===== src/hw/rxr_defines.vh =====
// Register offsets, field layouts, reset values and timing counts of the receive ring controller.
`ifndef RXR_DEFINES_VH
`define RXR_DEFINES_VH
`define RXR_ADDR_W 16
`define RXR_OFF_BASE_LOW 16'h2800
`define RXR_OFF_BASE_HIGH 16'h2804
`define RXR_OFF_LENGTH 16'h2808
`define RXR_OFF_HEAD 16'h2810
`define RXR_OFF_TAIL 16'h2818
`define RXR_OFF_TIMER 16'h2820
`define RXR_OFF_STATUS 16'h2840
`define RXR_OFF_MASK 16'h2844
`define RXR_QUEUE_STRIDE 16'h0100
`define RXR_QUEUE_BIT 8
`define RXR_ALIAS_BASE_LOW 16'h0110
`define RXR_ALIAS_BASE_HIGH 16'h0114
`define RXR_ALIAS_LENGTH 16'h0118
`define RXR_ALIAS_HEAD 16'h0120
`define RXR_ALIAS_TAIL 16'h0128
`define RXR_ALIAS_TIMER 16'h0108
`define RXR_IDX_BASE_LOW 3'h0
`define RXR_IDX_BASE_HIGH 3'h1
`define RXR_IDX_LENGTH 3'h2
`define RXR_IDX_HEAD 3'h3
`define RXR_IDX_TAIL 3'h4
`define RXR_IDX_TIMER 3'h5
`define RXR_IDX_STATUS 3'h6
`define RXR_IDX_MASK 3'h7
`define RXR_BASE_LOW_MASK 32'hFFFFFFF0
`define RXR_LENGTH_MASK 32'h000FFF80
`define RXR_PTR_MASK 32'h0000FFFF
`define RXR_DELAY_MASK 32'h0000FFFF
`define RXR_FLUSH_BIT 31
`define RXR_LEN_LSB 7
`define RXR_LEN_MSB 19
`define RXR_ST_TIMER 0
`define RXR_ST_Q0_DRAINED 1
`define RXR_ST_Q1_DRAINED 2
`define RXR_ST_W 3
`define RXR_RESET_WORD 32'h00000000
`define RXR_RESET_PTR 16'h0000
`define RXR_RESET_ST 3'h0
`define RXR_RESP_OKAY 2'h0
`define RXR_RESP_SLVERR 2'h2
`define RXR_CLK_PS 5000
`define RXR_STEP_PS 1024000
`define RXR_STEP_CYCLES ((`RXR_STEP_PS + `RXR_CLK_PS - 1) / `RXR_CLK_PS)
`endif


===== src/hw/rxr_ring_ptr.v =====
// Ring pointer arithmetic for one receive queue: wrap of the head and free-descriptor test.
`timescale 1ns/1ps
`default_nettype none
`include "rxr_defines.vh"
module rxr_ring_ptr
(
   input wire [15:0] head,
   input wire [15:0] tail,
   input wire [12:0] len_field,
   output wire [15:0] next_head,
   output wire empty
);
   // Descriptors are 16 bytes, so the count is the byte length divided by sixteen.
   function [15:0] wrap_inc;
      input [15:0] ptr;
      input [12:0] len;
      reg [15:0] count;
      reg [16:0] sum;
      begin
         count = {len, 3'h0};
         sum = {1'b0, ptr} + 17'h00001;
         if (sum >= {1'b0, count})
         begin
            wrap_inc = 16'h0000;
         end
         else
         begin
            wrap_inc = sum[15:0];
         end
      end
   endfunction

   assign next_head = wrap_inc(head, len_field);
   assign empty = (head == tail);
endmodule
`default_nettype wire


===== src/hw/rxr_pkt_timer.v =====
// Receive packet delay countdown with forced flush and absolute-timer cancellation.
`timescale 1ns/1ps
`default_nettype none
`include "rxr_defines.vh"
module rxr_pkt_timer
(
   input wire aclk,
   input wire aresetn,
   input wire [15:0] interval,
   input wire pkt_done,
   input wire force_flush,
   input wire abs_expire,
   output reg fire
);
   localparam integer STEP_CYC = `RXR_STEP_CYCLES - 1;
   localparam [7:0] STEP_LAST = STEP_CYC[7:0];
   reg [15:0] count;
   reg [7:0] step;
   reg running;

   always @(posedge aclk)
   begin
      if (!aresetn)
      begin
         count <= `RXR_RESET_PTR;
         step <= 8'h00;
         running <= 1'b0;
         fire <= 1'b0;
      end
      else
      begin
         fire <= 1'b0;
         if (force_flush)
         begin
            running <= 1'b0;
            count <= interval;
            step <= 8'h00;
            fire <= 1'b1;
         end
         else if (pkt_done)
         begin
            step <= 8'h00;
            count <= interval;
            if (interval == 16'h0000)
            begin
               running <= 1'b0;
               fire <= 1'b1;
            end
            else
            begin
               running <= 1'b1;
            end
         end
         else if (abs_expire)
         begin
            // Halting here keeps a second interrupt from following the absolute one.
            running <= 1'b0;
            count <= interval;
            step <= 8'h00;
         end
         else if (running)
         begin
            if (step == STEP_LAST)
            begin
               step <= 8'h00;
               if (count == 16'h0001)
               begin
                  running <= 1'b0;
                  count <= interval;
                  fire <= 1'b1;
               end
               else
               begin
                  count <= count - 16'h0001;
               end
            end
            else
            begin
               step <= step + 8'h01;
            end
         end
      end
   end
endmodule
`default_nettype wire


===== src/hw/rxr_ring_ctrl.v =====
// Receive descriptor ring control top with AXI4-Lite registers, timer and interrupt.
//
// The AXI4-Lite register port is this design's own decision.
`timescale 1ns/1ps
`default_nettype none
`include "rxr_defines.vh"
module rxr_ring_ctrl
(
   input wire aclk,
   input wire aresetn,
   input wire [15:0] s_axi_awaddr,
   input wire s_axi_awvalid,
   output wire s_axi_awready,
   input wire [31:0] s_axi_wdata,
   input wire [3:0] s_axi_wstrb,
   input wire s_axi_wvalid,
   output wire s_axi_wready,
   output reg [1:0] s_axi_bresp,
   output reg s_axi_bvalid,
   input wire s_axi_bready,
   input wire [15:0] s_axi_araddr,
   input wire s_axi_arvalid,
   output wire s_axi_arready,
   output reg [31:0] s_axi_rdata,
   output reg [1:0] s_axi_rresp,
   output reg s_axi_rvalid,
   input wire s_axi_rready,
   input wire receive_enable_bit,
   input wire desc_consumed0,
   input wire desc_consumed1,
   input wire pkt_done,
   input wire abs_expire,
   output wire [63:0] ring_base0,
   output wire [63:0] ring_base1,
   output wire [19:0] ring_byte_count0,
   output wire [19:0] ring_byte_count1,
   output wire [15:0] ring_head0,
   output wire [15:0] ring_head1,
   output wire [15:0] ring_tail0,
   output wire [15:0] ring_tail1,
   output wire desc_avail0,
   output wire desc_avail1,
   output reg wb_flush,
   output reg rx_timer_cause,
   output wire irq
);
   reg [31:0] base_low [0:1];
   reg [31:0] base_high [0:1];
   reg [31:0] ring_len [0:1];
   reg [15:0] head [0:1];
   reg [15:0] tail [0:1];
   reg [15:0] delay;
   reg [`RXR_ST_W-1:0] status;
   reg [`RXR_ST_W-1:0] mask;
   reg aw_held;
   reg w_held;
   reg [15:0] aw_addr;
   reg [31:0] w_data;
   reg [3:0] w_strb;
   reg [`RXR_ST_W-1:0] next_status;
   reg [31:0] rd_value;
   reg rd_hit;
   wire [15:0] next_head0;
   wire [15:0] next_head1;
   wire empty0;
   wire empty1;
   wire timer_fire;
   wire wr_go;
   wire [4:0] wr_dec;
   wire [4:0] rd_dec;
   wire rd_go;
   wire wr_hit;
   wire wr_q;
   wire [2:0] wr_idx;
   wire force_flush;
   wire consume0;
   wire consume1;

   // Decode result is {hit, queue, register index}; aliases fold onto queue zero.
   function [4:0] decode;
      input [15:0] addr;
      reg [15:0] low;
      reg q;
      begin
         low = addr & ~`RXR_QUEUE_STRIDE;
         q = addr[`RXR_QUEUE_BIT];
         decode = 5'h00;
         case (addr)
            `RXR_ALIAS_BASE_LOW: decode = {2'b10, `RXR_IDX_BASE_LOW};
            `RXR_ALIAS_BASE_HIGH: decode = {2'b10, `RXR_IDX_BASE_HIGH};
            `RXR_ALIAS_LENGTH: decode = {2'b10, `RXR_IDX_LENGTH};
            `RXR_ALIAS_HEAD: decode = {2'b10, `RXR_IDX_HEAD};
            `RXR_ALIAS_TAIL: decode = {2'b10, `RXR_IDX_TAIL};
            `RXR_ALIAS_TIMER: decode = {2'b10, `RXR_IDX_TIMER};
            `RXR_OFF_TIMER: decode = {2'b10, `RXR_IDX_TIMER};
            `RXR_OFF_STATUS: decode = {2'b10, `RXR_IDX_STATUS};
            `RXR_OFF_MASK: decode = {2'b10, `RXR_IDX_MASK};
            default:
            begin
               case (low)
                  `RXR_OFF_BASE_LOW: decode = {1'b1, q, `RXR_IDX_BASE_LOW};
                  `RXR_OFF_BASE_HIGH: decode = {1'b1, q, `RXR_IDX_BASE_HIGH};
                  `RXR_OFF_LENGTH: decode = {1'b1, q, `RXR_IDX_LENGTH};
                  `RXR_OFF_HEAD: decode = {1'b1, q, `RXR_IDX_HEAD};
                  `RXR_OFF_TAIL: decode = {1'b1, q, `RXR_IDX_TAIL};
                  default: decode = 5'h00;
               endcase
            end
         endcase
      end
   endfunction

   function [31:0] merge;
      input [31:0] old;
      input [31:0] data;
      input [3:0] strb;
      integer i;
      begin
         merge = old;
         for (i = 0; i < 4; i = i + 1)
         begin
            if (strb[i])
            begin
               merge[i*8 +: 8] = data[i*8 +: 8];
            end
         end
      end
   endfunction

   wire [31:0] head_word = merge({16'h0000, head[wr_q]}, w_data, w_strb);
   wire [31:0] tail_word = merge({16'h0000, tail[wr_q]}, w_data, w_strb);
   wire [31:0] delay_word = merge({16'h0000, delay}, w_data, w_strb);
   wire [31:0] mask_word = merge({29'h0, mask}, w_data, w_strb);
   assign s_axi_awready = ~aw_held;
   assign s_axi_wready = ~w_held;
   assign s_axi_arready = ~s_axi_rvalid;
   assign wr_go = aw_held & w_held & ~s_axi_bvalid;
   assign wr_dec = decode(aw_addr);
   assign wr_hit = wr_dec[4];
   assign wr_q = wr_dec[3];
   assign wr_idx = wr_dec[2:0];
   assign rd_dec = decode(s_axi_araddr);
   assign rd_go = s_axi_arvalid & ~s_axi_rvalid;
   // A zero in the flush bit, or a write that skips its byte lane, starts nothing.
   assign force_flush = wr_go & wr_hit & (wr_idx == `RXR_IDX_TIMER) & w_strb[3]
      & w_data[`RXR_FLUSH_BIT];
   assign consume0 = desc_consumed0 & receive_enable_bit & ~empty0;
   assign consume1 = desc_consumed1 & receive_enable_bit & ~empty1;

   rxr_ring_ptr u_ptr0
   (
      .head(head[0]),
      .tail(tail[0]),
      .len_field(ring_len[0][`RXR_LEN_MSB:`RXR_LEN_LSB]),
      .next_head(next_head0),
      .empty(empty0)
   );

   rxr_ring_ptr u_ptr1
   (
      .head(head[1]),
      .tail(tail[1]),
      .len_field(ring_len[1][`RXR_LEN_MSB:`RXR_LEN_LSB]),
      .next_head(next_head1),
      .empty(empty1)
   );

   rxr_pkt_timer u_timer
   (
      .aclk(aclk),
      .aresetn(aresetn),
      .interval(delay),
      .pkt_done(pkt_done),
      .force_flush(force_flush),
      .abs_expire(abs_expire),
      .fire(timer_fire)
   );

   // Write address and data may arrive in either order; each is held until both are in.
   always @(posedge aclk)
   begin
      if (!aresetn)
      begin
         aw_held <= 1'b0;
         w_held <= 1'b0;
         aw_addr <= 16'h0000;
         w_data <= `RXR_RESET_WORD;
         w_strb <= 4'h0;
         s_axi_bvalid <= 1'b0;
         s_axi_bresp <= `RXR_RESP_OKAY;
      end
      else
      begin
         if (s_axi_awvalid & ~aw_held)
         begin
            aw_held <= 1'b1;
            aw_addr <= s_axi_awaddr;
         end
         if (s_axi_wvalid & ~w_held)
         begin
            w_held <= 1'b1;
            w_data <= s_axi_wdata;
            w_strb <= s_axi_wstrb;
         end
         if (wr_go)
         begin
            aw_held <= 1'b0;
            w_held <= 1'b0;
            s_axi_bvalid <= 1'b1;
            s_axi_bresp <= wr_hit ? `RXR_RESP_OKAY : `RXR_RESP_SLVERR;
         end
         else if (s_axi_bvalid & s_axi_bready)
         begin
            s_axi_bvalid <= 1'b0;
         end
      end
   end

   // Register storage; a software write to head beats a same-cycle hardware advance.
   always @(posedge aclk)
   begin
      if (!aresetn)
      begin
         base_low[0] <= `RXR_RESET_WORD;
         base_low[1] <= `RXR_RESET_WORD;
         base_high[0] <= `RXR_RESET_WORD;
         base_high[1] <= `RXR_RESET_WORD;
         ring_len[0] <= `RXR_RESET_WORD;
         ring_len[1] <= `RXR_RESET_WORD;
         head[0] <= `RXR_RESET_PTR;
         head[1] <= `RXR_RESET_PTR;
         tail[0] <= `RXR_RESET_PTR;
         tail[1] <= `RXR_RESET_PTR;
         delay <= `RXR_RESET_PTR;
         mask <= `RXR_RESET_ST;
      end
      else
      begin
         if (consume0)
         begin
            head[0] <= next_head0;
         end
         if (consume1)
         begin
            head[1] <= next_head1;
         end
         if (wr_go & wr_hit)
         begin
            case (wr_idx)
               `RXR_IDX_BASE_LOW:
                  base_low[wr_q] <= merge(base_low[wr_q], w_data, w_strb)
                     & `RXR_BASE_LOW_MASK;
               `RXR_IDX_BASE_HIGH:
                  base_high[wr_q] <= merge(base_high[wr_q], w_data, w_strb);
               `RXR_IDX_LENGTH:
                  ring_len[wr_q] <= merge(ring_len[wr_q], w_data, w_strb)
                     & `RXR_LENGTH_MASK;
               `RXR_IDX_HEAD: head[wr_q] <= head_word[15:0];
               `RXR_IDX_TAIL: tail[wr_q] <= tail_word[15:0];
               `RXR_IDX_TIMER: delay <= delay_word[15:0];
               `RXR_IDX_MASK: mask <= mask_word[`RXR_ST_W-1:0];
               default:
                  mask <= mask;
            endcase
         end
      end
   end

   // Read multiplexer; the flush bit is never stored, so it reads back as zero.
   always @*
   begin
      rd_value = `RXR_RESET_WORD;
      rd_hit = rd_dec[4];
      case (rd_dec[2:0])
         `RXR_IDX_BASE_LOW: rd_value = base_low[rd_dec[3]] & `RXR_BASE_LOW_MASK;
         `RXR_IDX_BASE_HIGH: rd_value = base_high[rd_dec[3]];
         `RXR_IDX_LENGTH: rd_value = ring_len[rd_dec[3]] & `RXR_LENGTH_MASK;
         `RXR_IDX_HEAD: rd_value = {16'h0000, head[rd_dec[3]]};
         `RXR_IDX_TAIL: rd_value = {16'h0000, tail[rd_dec[3]]};
         `RXR_IDX_TIMER: rd_value = {16'h0000, delay};
         `RXR_IDX_STATUS: rd_value = {29'h0, status};
         `RXR_IDX_MASK: rd_value = {29'h0, mask};
         default: rd_value = `RXR_RESET_WORD;
      endcase
      if (!rd_hit)
      begin
         rd_value = `RXR_RESET_WORD;
      end
   end

   always @(posedge aclk)
   begin
      if (!aresetn)
      begin
         s_axi_rvalid <= 1'b0;
         s_axi_rdata <= `RXR_RESET_WORD;
         s_axi_rresp <= `RXR_RESP_OKAY;
      end
      else
      begin
         if (rd_go)
         begin
            s_axi_rvalid <= 1'b1;
            s_axi_rdata <= rd_value;
            s_axi_rresp <= rd_hit ? `RXR_RESP_OKAY : `RXR_RESP_SLVERR;
         end
         else if (s_axi_rvalid & s_axi_rready)
         begin
            s_axi_rvalid <= 1'b0;
         end
      end
   end

   // Reading status clears it, but an event in that same cycle survives the clear.
   always @*
   begin
      next_status = status;
      if (rd_go & rd_hit & (rd_dec[2:0] == `RXR_IDX_STATUS))
      begin
         next_status = `RXR_RESET_ST;
      end
      if (timer_fire)
      begin
         next_status[`RXR_ST_TIMER] = 1'b1;
      end
      if (consume0 & (next_head0 == tail[0]))
      begin
         next_status[`RXR_ST_Q0_DRAINED] = 1'b1;
      end
      if (consume1 & (next_head1 == tail[1]))
      begin
         next_status[`RXR_ST_Q1_DRAINED] = 1'b1;
      end
   end

   always @(posedge aclk)
   begin
      if (!aresetn)
      begin
         status <= `RXR_RESET_ST;
         wb_flush <= 1'b0;
         rx_timer_cause <= 1'b0;
      end
      else
      begin
         status <= next_status;
         wb_flush <= timer_fire;
         rx_timer_cause <= timer_fire;
      end
   end

   assign irq = |(status & mask);
   assign ring_base0 = {base_high[0], base_low[0]};
   assign ring_base1 = {base_high[1], base_low[1]};
   assign ring_byte_count0 = ring_len[0][19:0];
   assign ring_byte_count1 = ring_len[1][19:0];
   assign ring_head0 = head[0];
   assign ring_head1 = head[1];
   assign ring_tail0 = tail[0];
   assign ring_tail1 = tail[1];
   assign desc_avail0 = ~empty0;
   assign desc_avail1 = ~empty1;
endmodule
`default_nettype wire


===== config.mk =====
export PLATFORM = sky130hd
export DESIGN_NAME = rxr_ring_ctrl
export DESIGN_NICKNAME = d
export VERILOG_FILES = /design/src/hw/rxr_ring_ptr.v /design/src/hw/rxr_pkt_timer.v /design/src/hw/rxr_ring_ctrl.v
export VERILOG_INCLUDE_DIRS = /design/src /design/src/hw
export SDC_FILE = /design/constraint.sdc
export NUM_CORES = 1
export LEC_CHECK = 0
export ABC_AREA = 1
export BUFFER_PORTS_ARGS = -buffer_cell sky130_fd_sc_hd__buf_2
export CELL_PAD_IN_SITES_DETAIL_PLACEMENT = 0
export CELL_PAD_IN_SITES_GLOBAL_PLACEMENT = 1
export CORE_UTILIZATION = 44
export DETAILED_ROUTE_END_ITERATION = 10
export PLACE_DENSITY = 0.88
export SLEW_MARGIN = 15
export SYNTH_ARGS = -nofsm -noshare
export SYNTH_HDL_FRONTEND = slang
export SYNTH_SLANG_ARGS = --single-unit
export TNS_END_PERCENT = 30

===== constraint.sdc =====
create_clock -name aclk -period 9.18 [get_ports aclk]
set_clock_uncertainty 0.2 [all_clocks]
set_input_delay 0.459 -clock aclk [delete_from_list [all_inputs] [get_ports aclk]]
set_output_delay 0.459 -clock aclk [all_outputs]
set_load 0.02 [all_outputs]

==> flow_metrics.py <==
metrics = {
    "run": {
        "max_cap_viol_count": 0,
    },
    "layout": {
        "fin_nets": 3144,
        "drive_above_1_share_pct": 15.13,
        "area_growth_pct": 18.53,
    },
    "critical_path": {
        "cp-start-kind": "flip-flop",
        "crit_end": "status[2]",
        "required_ns": 9.48,
        "r2r_slack_ns": 4.58,
        "worstReg2RegStart": "head[1][0]",
        "rr_worst_depth": 20,
        "crit_start": "head[1][0]",
        "worstPathMaxFanout": 22,
        "arrival_ns": 4.90,
        "crit_type": "flip-flop to flip-flop",
        "reg2reg_to": "status[2]",
        "end_kind": "flip-flop",
    },
    "cts": {
        "path_clk_slew_ns": 0.06,
        "clock_latency_ns": 0.58,
        "h-tree-depth": 2,
        "cts_tree": "yes",
        "post_cts_buffers": 0,
        "clock_path_buffers": 3,
        "clock_sinks": 349,
        "tritoncts.num_buffers": 39,
        "cts_root_buf": "clkbuf_16",
    },
    "drt": {
        "top_layer": "met4",
        "drcViolationCount": 0,
        "post_drt_wl_per_cell_um": 20.35,
        "wirelength_um": 74360,
        "dr_wl_met3_um": 7005,
        "vias_per_cell": 5.385,
        "wl_met2_um": 33780,
        "drt_iter0_markers": 1932,
        "ant_nets": 0,
        "wl_met1_um": 29470,
        "drtPass1Iterations": 6,
        "vias": 19680,
    },
    "global_route": {
        "antenna_found_initial": 0,
        "grt_max_degree": 70,
        "grt_pass1_vias": 18200,
        "grt_use_total_pct": 32.21,
        "grt_pass1_wl_um": 109200,
        "grt.overflow.total": 0,
    },
    "pwr": {
        "leakagePower_nw": 11.10,
        "p_per_area_nw_per_um2": 162.4,
        "vdd_drop_max_mv": 0.1159,
    },
    "timing": {
        "hold_violations": 0,
        "fin_ws_ns": 4.577,
        "fin_setup_tns_ns": 0,
        "max_freq_ghz": 0.2172,
        "slew_headroom_pct": 21.04,
        "tightest_slew_ns": 1.175,
        "fin_crit_ns": 4.603,
        "rsz0062_at_grt": "no",
        "finalCritPeriodShare_pct": 50.15,
        "slew_violations": 0,
        "setup_viol": 0,
    },
    "placement": {
        "dpl_worst_slack_ns": 4.481,
        "portBuffers": 333,
        "gp_congestion": 0.9984,
        "hpwl_um": 57230,
    },
    "synth": {
        "yosys-top-cells-count": "nand2_1 (755), nor2_1 (399), inv_1 (299)",
        "synth.most_common_cell": "nand2_1",
        "syn_avg_cell_area_um2": 7.317,
        "yosys.area.top_type_share_pct": 31.93,
        "synth_flop_cell": "edfxtp_1",
        "seq_area_frac_synth_pct": 46.02,
        "ys_warn_count": 0,
        "synth_top_cell_by_area": "edfxtp_1",
        "yosysUniqueCellTypes": 41,
        "synth_cells": 2699,
        "synth_edf_count": 210,
        "synth_seq_cells": 349,
        "ys_async_sr_fraction_pct": 0,
        "syn_area_um2": 19750,
        "synth_area_leaders": "edfxtp_1 (32%), nand2_1 (14%), dfxtp_1 (14%)",
    },
    "floorplan": {
        "core_area_um2": 44220,
        "die_area_um2": 45730,
        "initial_core_util_pct": 44.66,
        "num_io_pins": 358,
        "rows": 77,
        "die_w_um": 213.9,
        "die_y_um": 213.9,
    },
    "outcome": {
        "outcome": "finished, final reports clean",
    },
    "hold_path": {
        "whs_path_depth": 3,
        "hold_class": "input port to flip-flop",
    },
}
[through the flow]
stage          cells  total power [mW]  hold slack (ns)  instance area, µm²  utilization (%)
2_1_floorplan   2722             2.124           0.2046               19830                -
3_3_place_gp    3542             2.302           0.2489               21810            49.33
3_5_place_dp    3542             2.309           0.2571               21810            49.33
4_1_cts         3653             3.800        0.0004955               23400            52.91
5_1_grt         3653             3.927          0.01085               23400            52.92
6_report        3654             3.802          0.01461               23410            52.93
[worst min-delay path by stage]
stage | start | to
2_1_floorplan | u_timer.fire | rx_timer_cause
3_3_place_gp | aw_addr[0] | aw_addr[0]
3_5_place_dp | s_axi_rdata[17] | s_axi_rdata[17]
4_1_cts | s_axi_wdata[10] | w_data[10]
5_1_grt | s_axi_rready | s_axi_rvalid
6_report | s_axi_rready | s_axi_rvalid
[critical path: stages, from the launching register on]
cell,delay (ns)
edfxtp_1,0.60
ha_1,0.25
nand2_1,0.07
nor2_1,0.31
nand2_1,0.16
xor2_1,0.34
inv_1,0.10
ha_1,0.33
nand2_1,0.10
nor2_1,0.05
o21ai_0,0.06
o211ai_1,0.11
nand2_1,0.59
nand2_1,0.36
nor2_1,0.24
nand2_1,0.08
nand2_1,0.07
nand3_1,0.08
nor2_1,0.11
nand3_1,0.16
a21oi_1,0.16
[what timing repair did]
action,in CTS,in global routing
endpoints found under the hold margin,39,0
gates resized for setup,0,0
hold buffers,39,0
[routing by layer]
metal	global-route usage [%]	vias up
met5	0	-
li1	-	9338
met3	6.166	210
met4	16.23	0
met1	42.09	9110
met2	51.00	1018
[placed cells by master (no fill, tap or decap), drive strengths merged]
| master | Yosys | routed |
|---|---|---|
| diode | 0 | 1 |
| and3 | 1 | 1 |
| o21bai | 2 | 2 |
| o21a | 1 | 1 |
| a211oi | 5 | 5 |
| dlygate4sd3 | 0 | 39 |
| o21ai | 127 | 127 |
| a31oi | 1 | 1 |
| a22oi | 1 | 1 |
| edfxtp | 210 | 210 |
| xnor2 | 10 | 10 |
| xor2 | 49 | 49 |
| nand3 | 200 | 200 |
| inv | 319 | 325 |
| nand3b | 7 | 7 |
| dfxtp | 139 | 139 |
| o211ai | 4 | 4 |
| clkbuf | 76 | 48 |
| nand2 | 759 | 759 |
| nor3b | 3 | 3 |
| clkinvlp | 0 | 2 |
| nor2 | 410 | 410 |
| nor4 | 9 | 9 |
| ha | 34 | 34 |
| bufinv | 0 | 1 |
| nor3 | 36 | 36 |
| clkinv | 12 | 27 |
| conb | 1 | 24 |
| o22ai | 1 | 1 |
| nand4 | 58 | 58 |
| a21oi | 179 | 179 |
| buf | 45 | 349 |
[report_power, final]
part	switching [mW]	leakage, nW	internal (mW)
registers	0.0898	3.32	1.72
clock network	0.669	0.593	0.835
logic	0.338	7.19	0.147
[cell families after synthesis]
group,share of synthesized area [%]
flip-flops,46.02
AO/OA/AOI/OAI,8.332
other,0.01899
adder cells (fa/ha/maj),2.154
XOR/XNOR,2.617
AND/OR/NAND/NOR,31.69
buffers and inverters,9.162
[state kept, by name (all words and copies together), names as in the netlist, 26 cells and up]
register,count
base_high,64
tail,32
ring_len,26
s_axi_rdata,32
head,32
base_low,56
w_data,32
[area by class of cell]
type	count	area, µm²
timing repair buffer	388	2180
tap	592	740.7
clock inverter	24	163.9
sequential	349	9089
fill	4334	20820
antenna	1	2.502
clock buffer	48	1031
inverter	331	1242
multi-input combinational	1921	8957
Power figures use the tool's default switching activity.
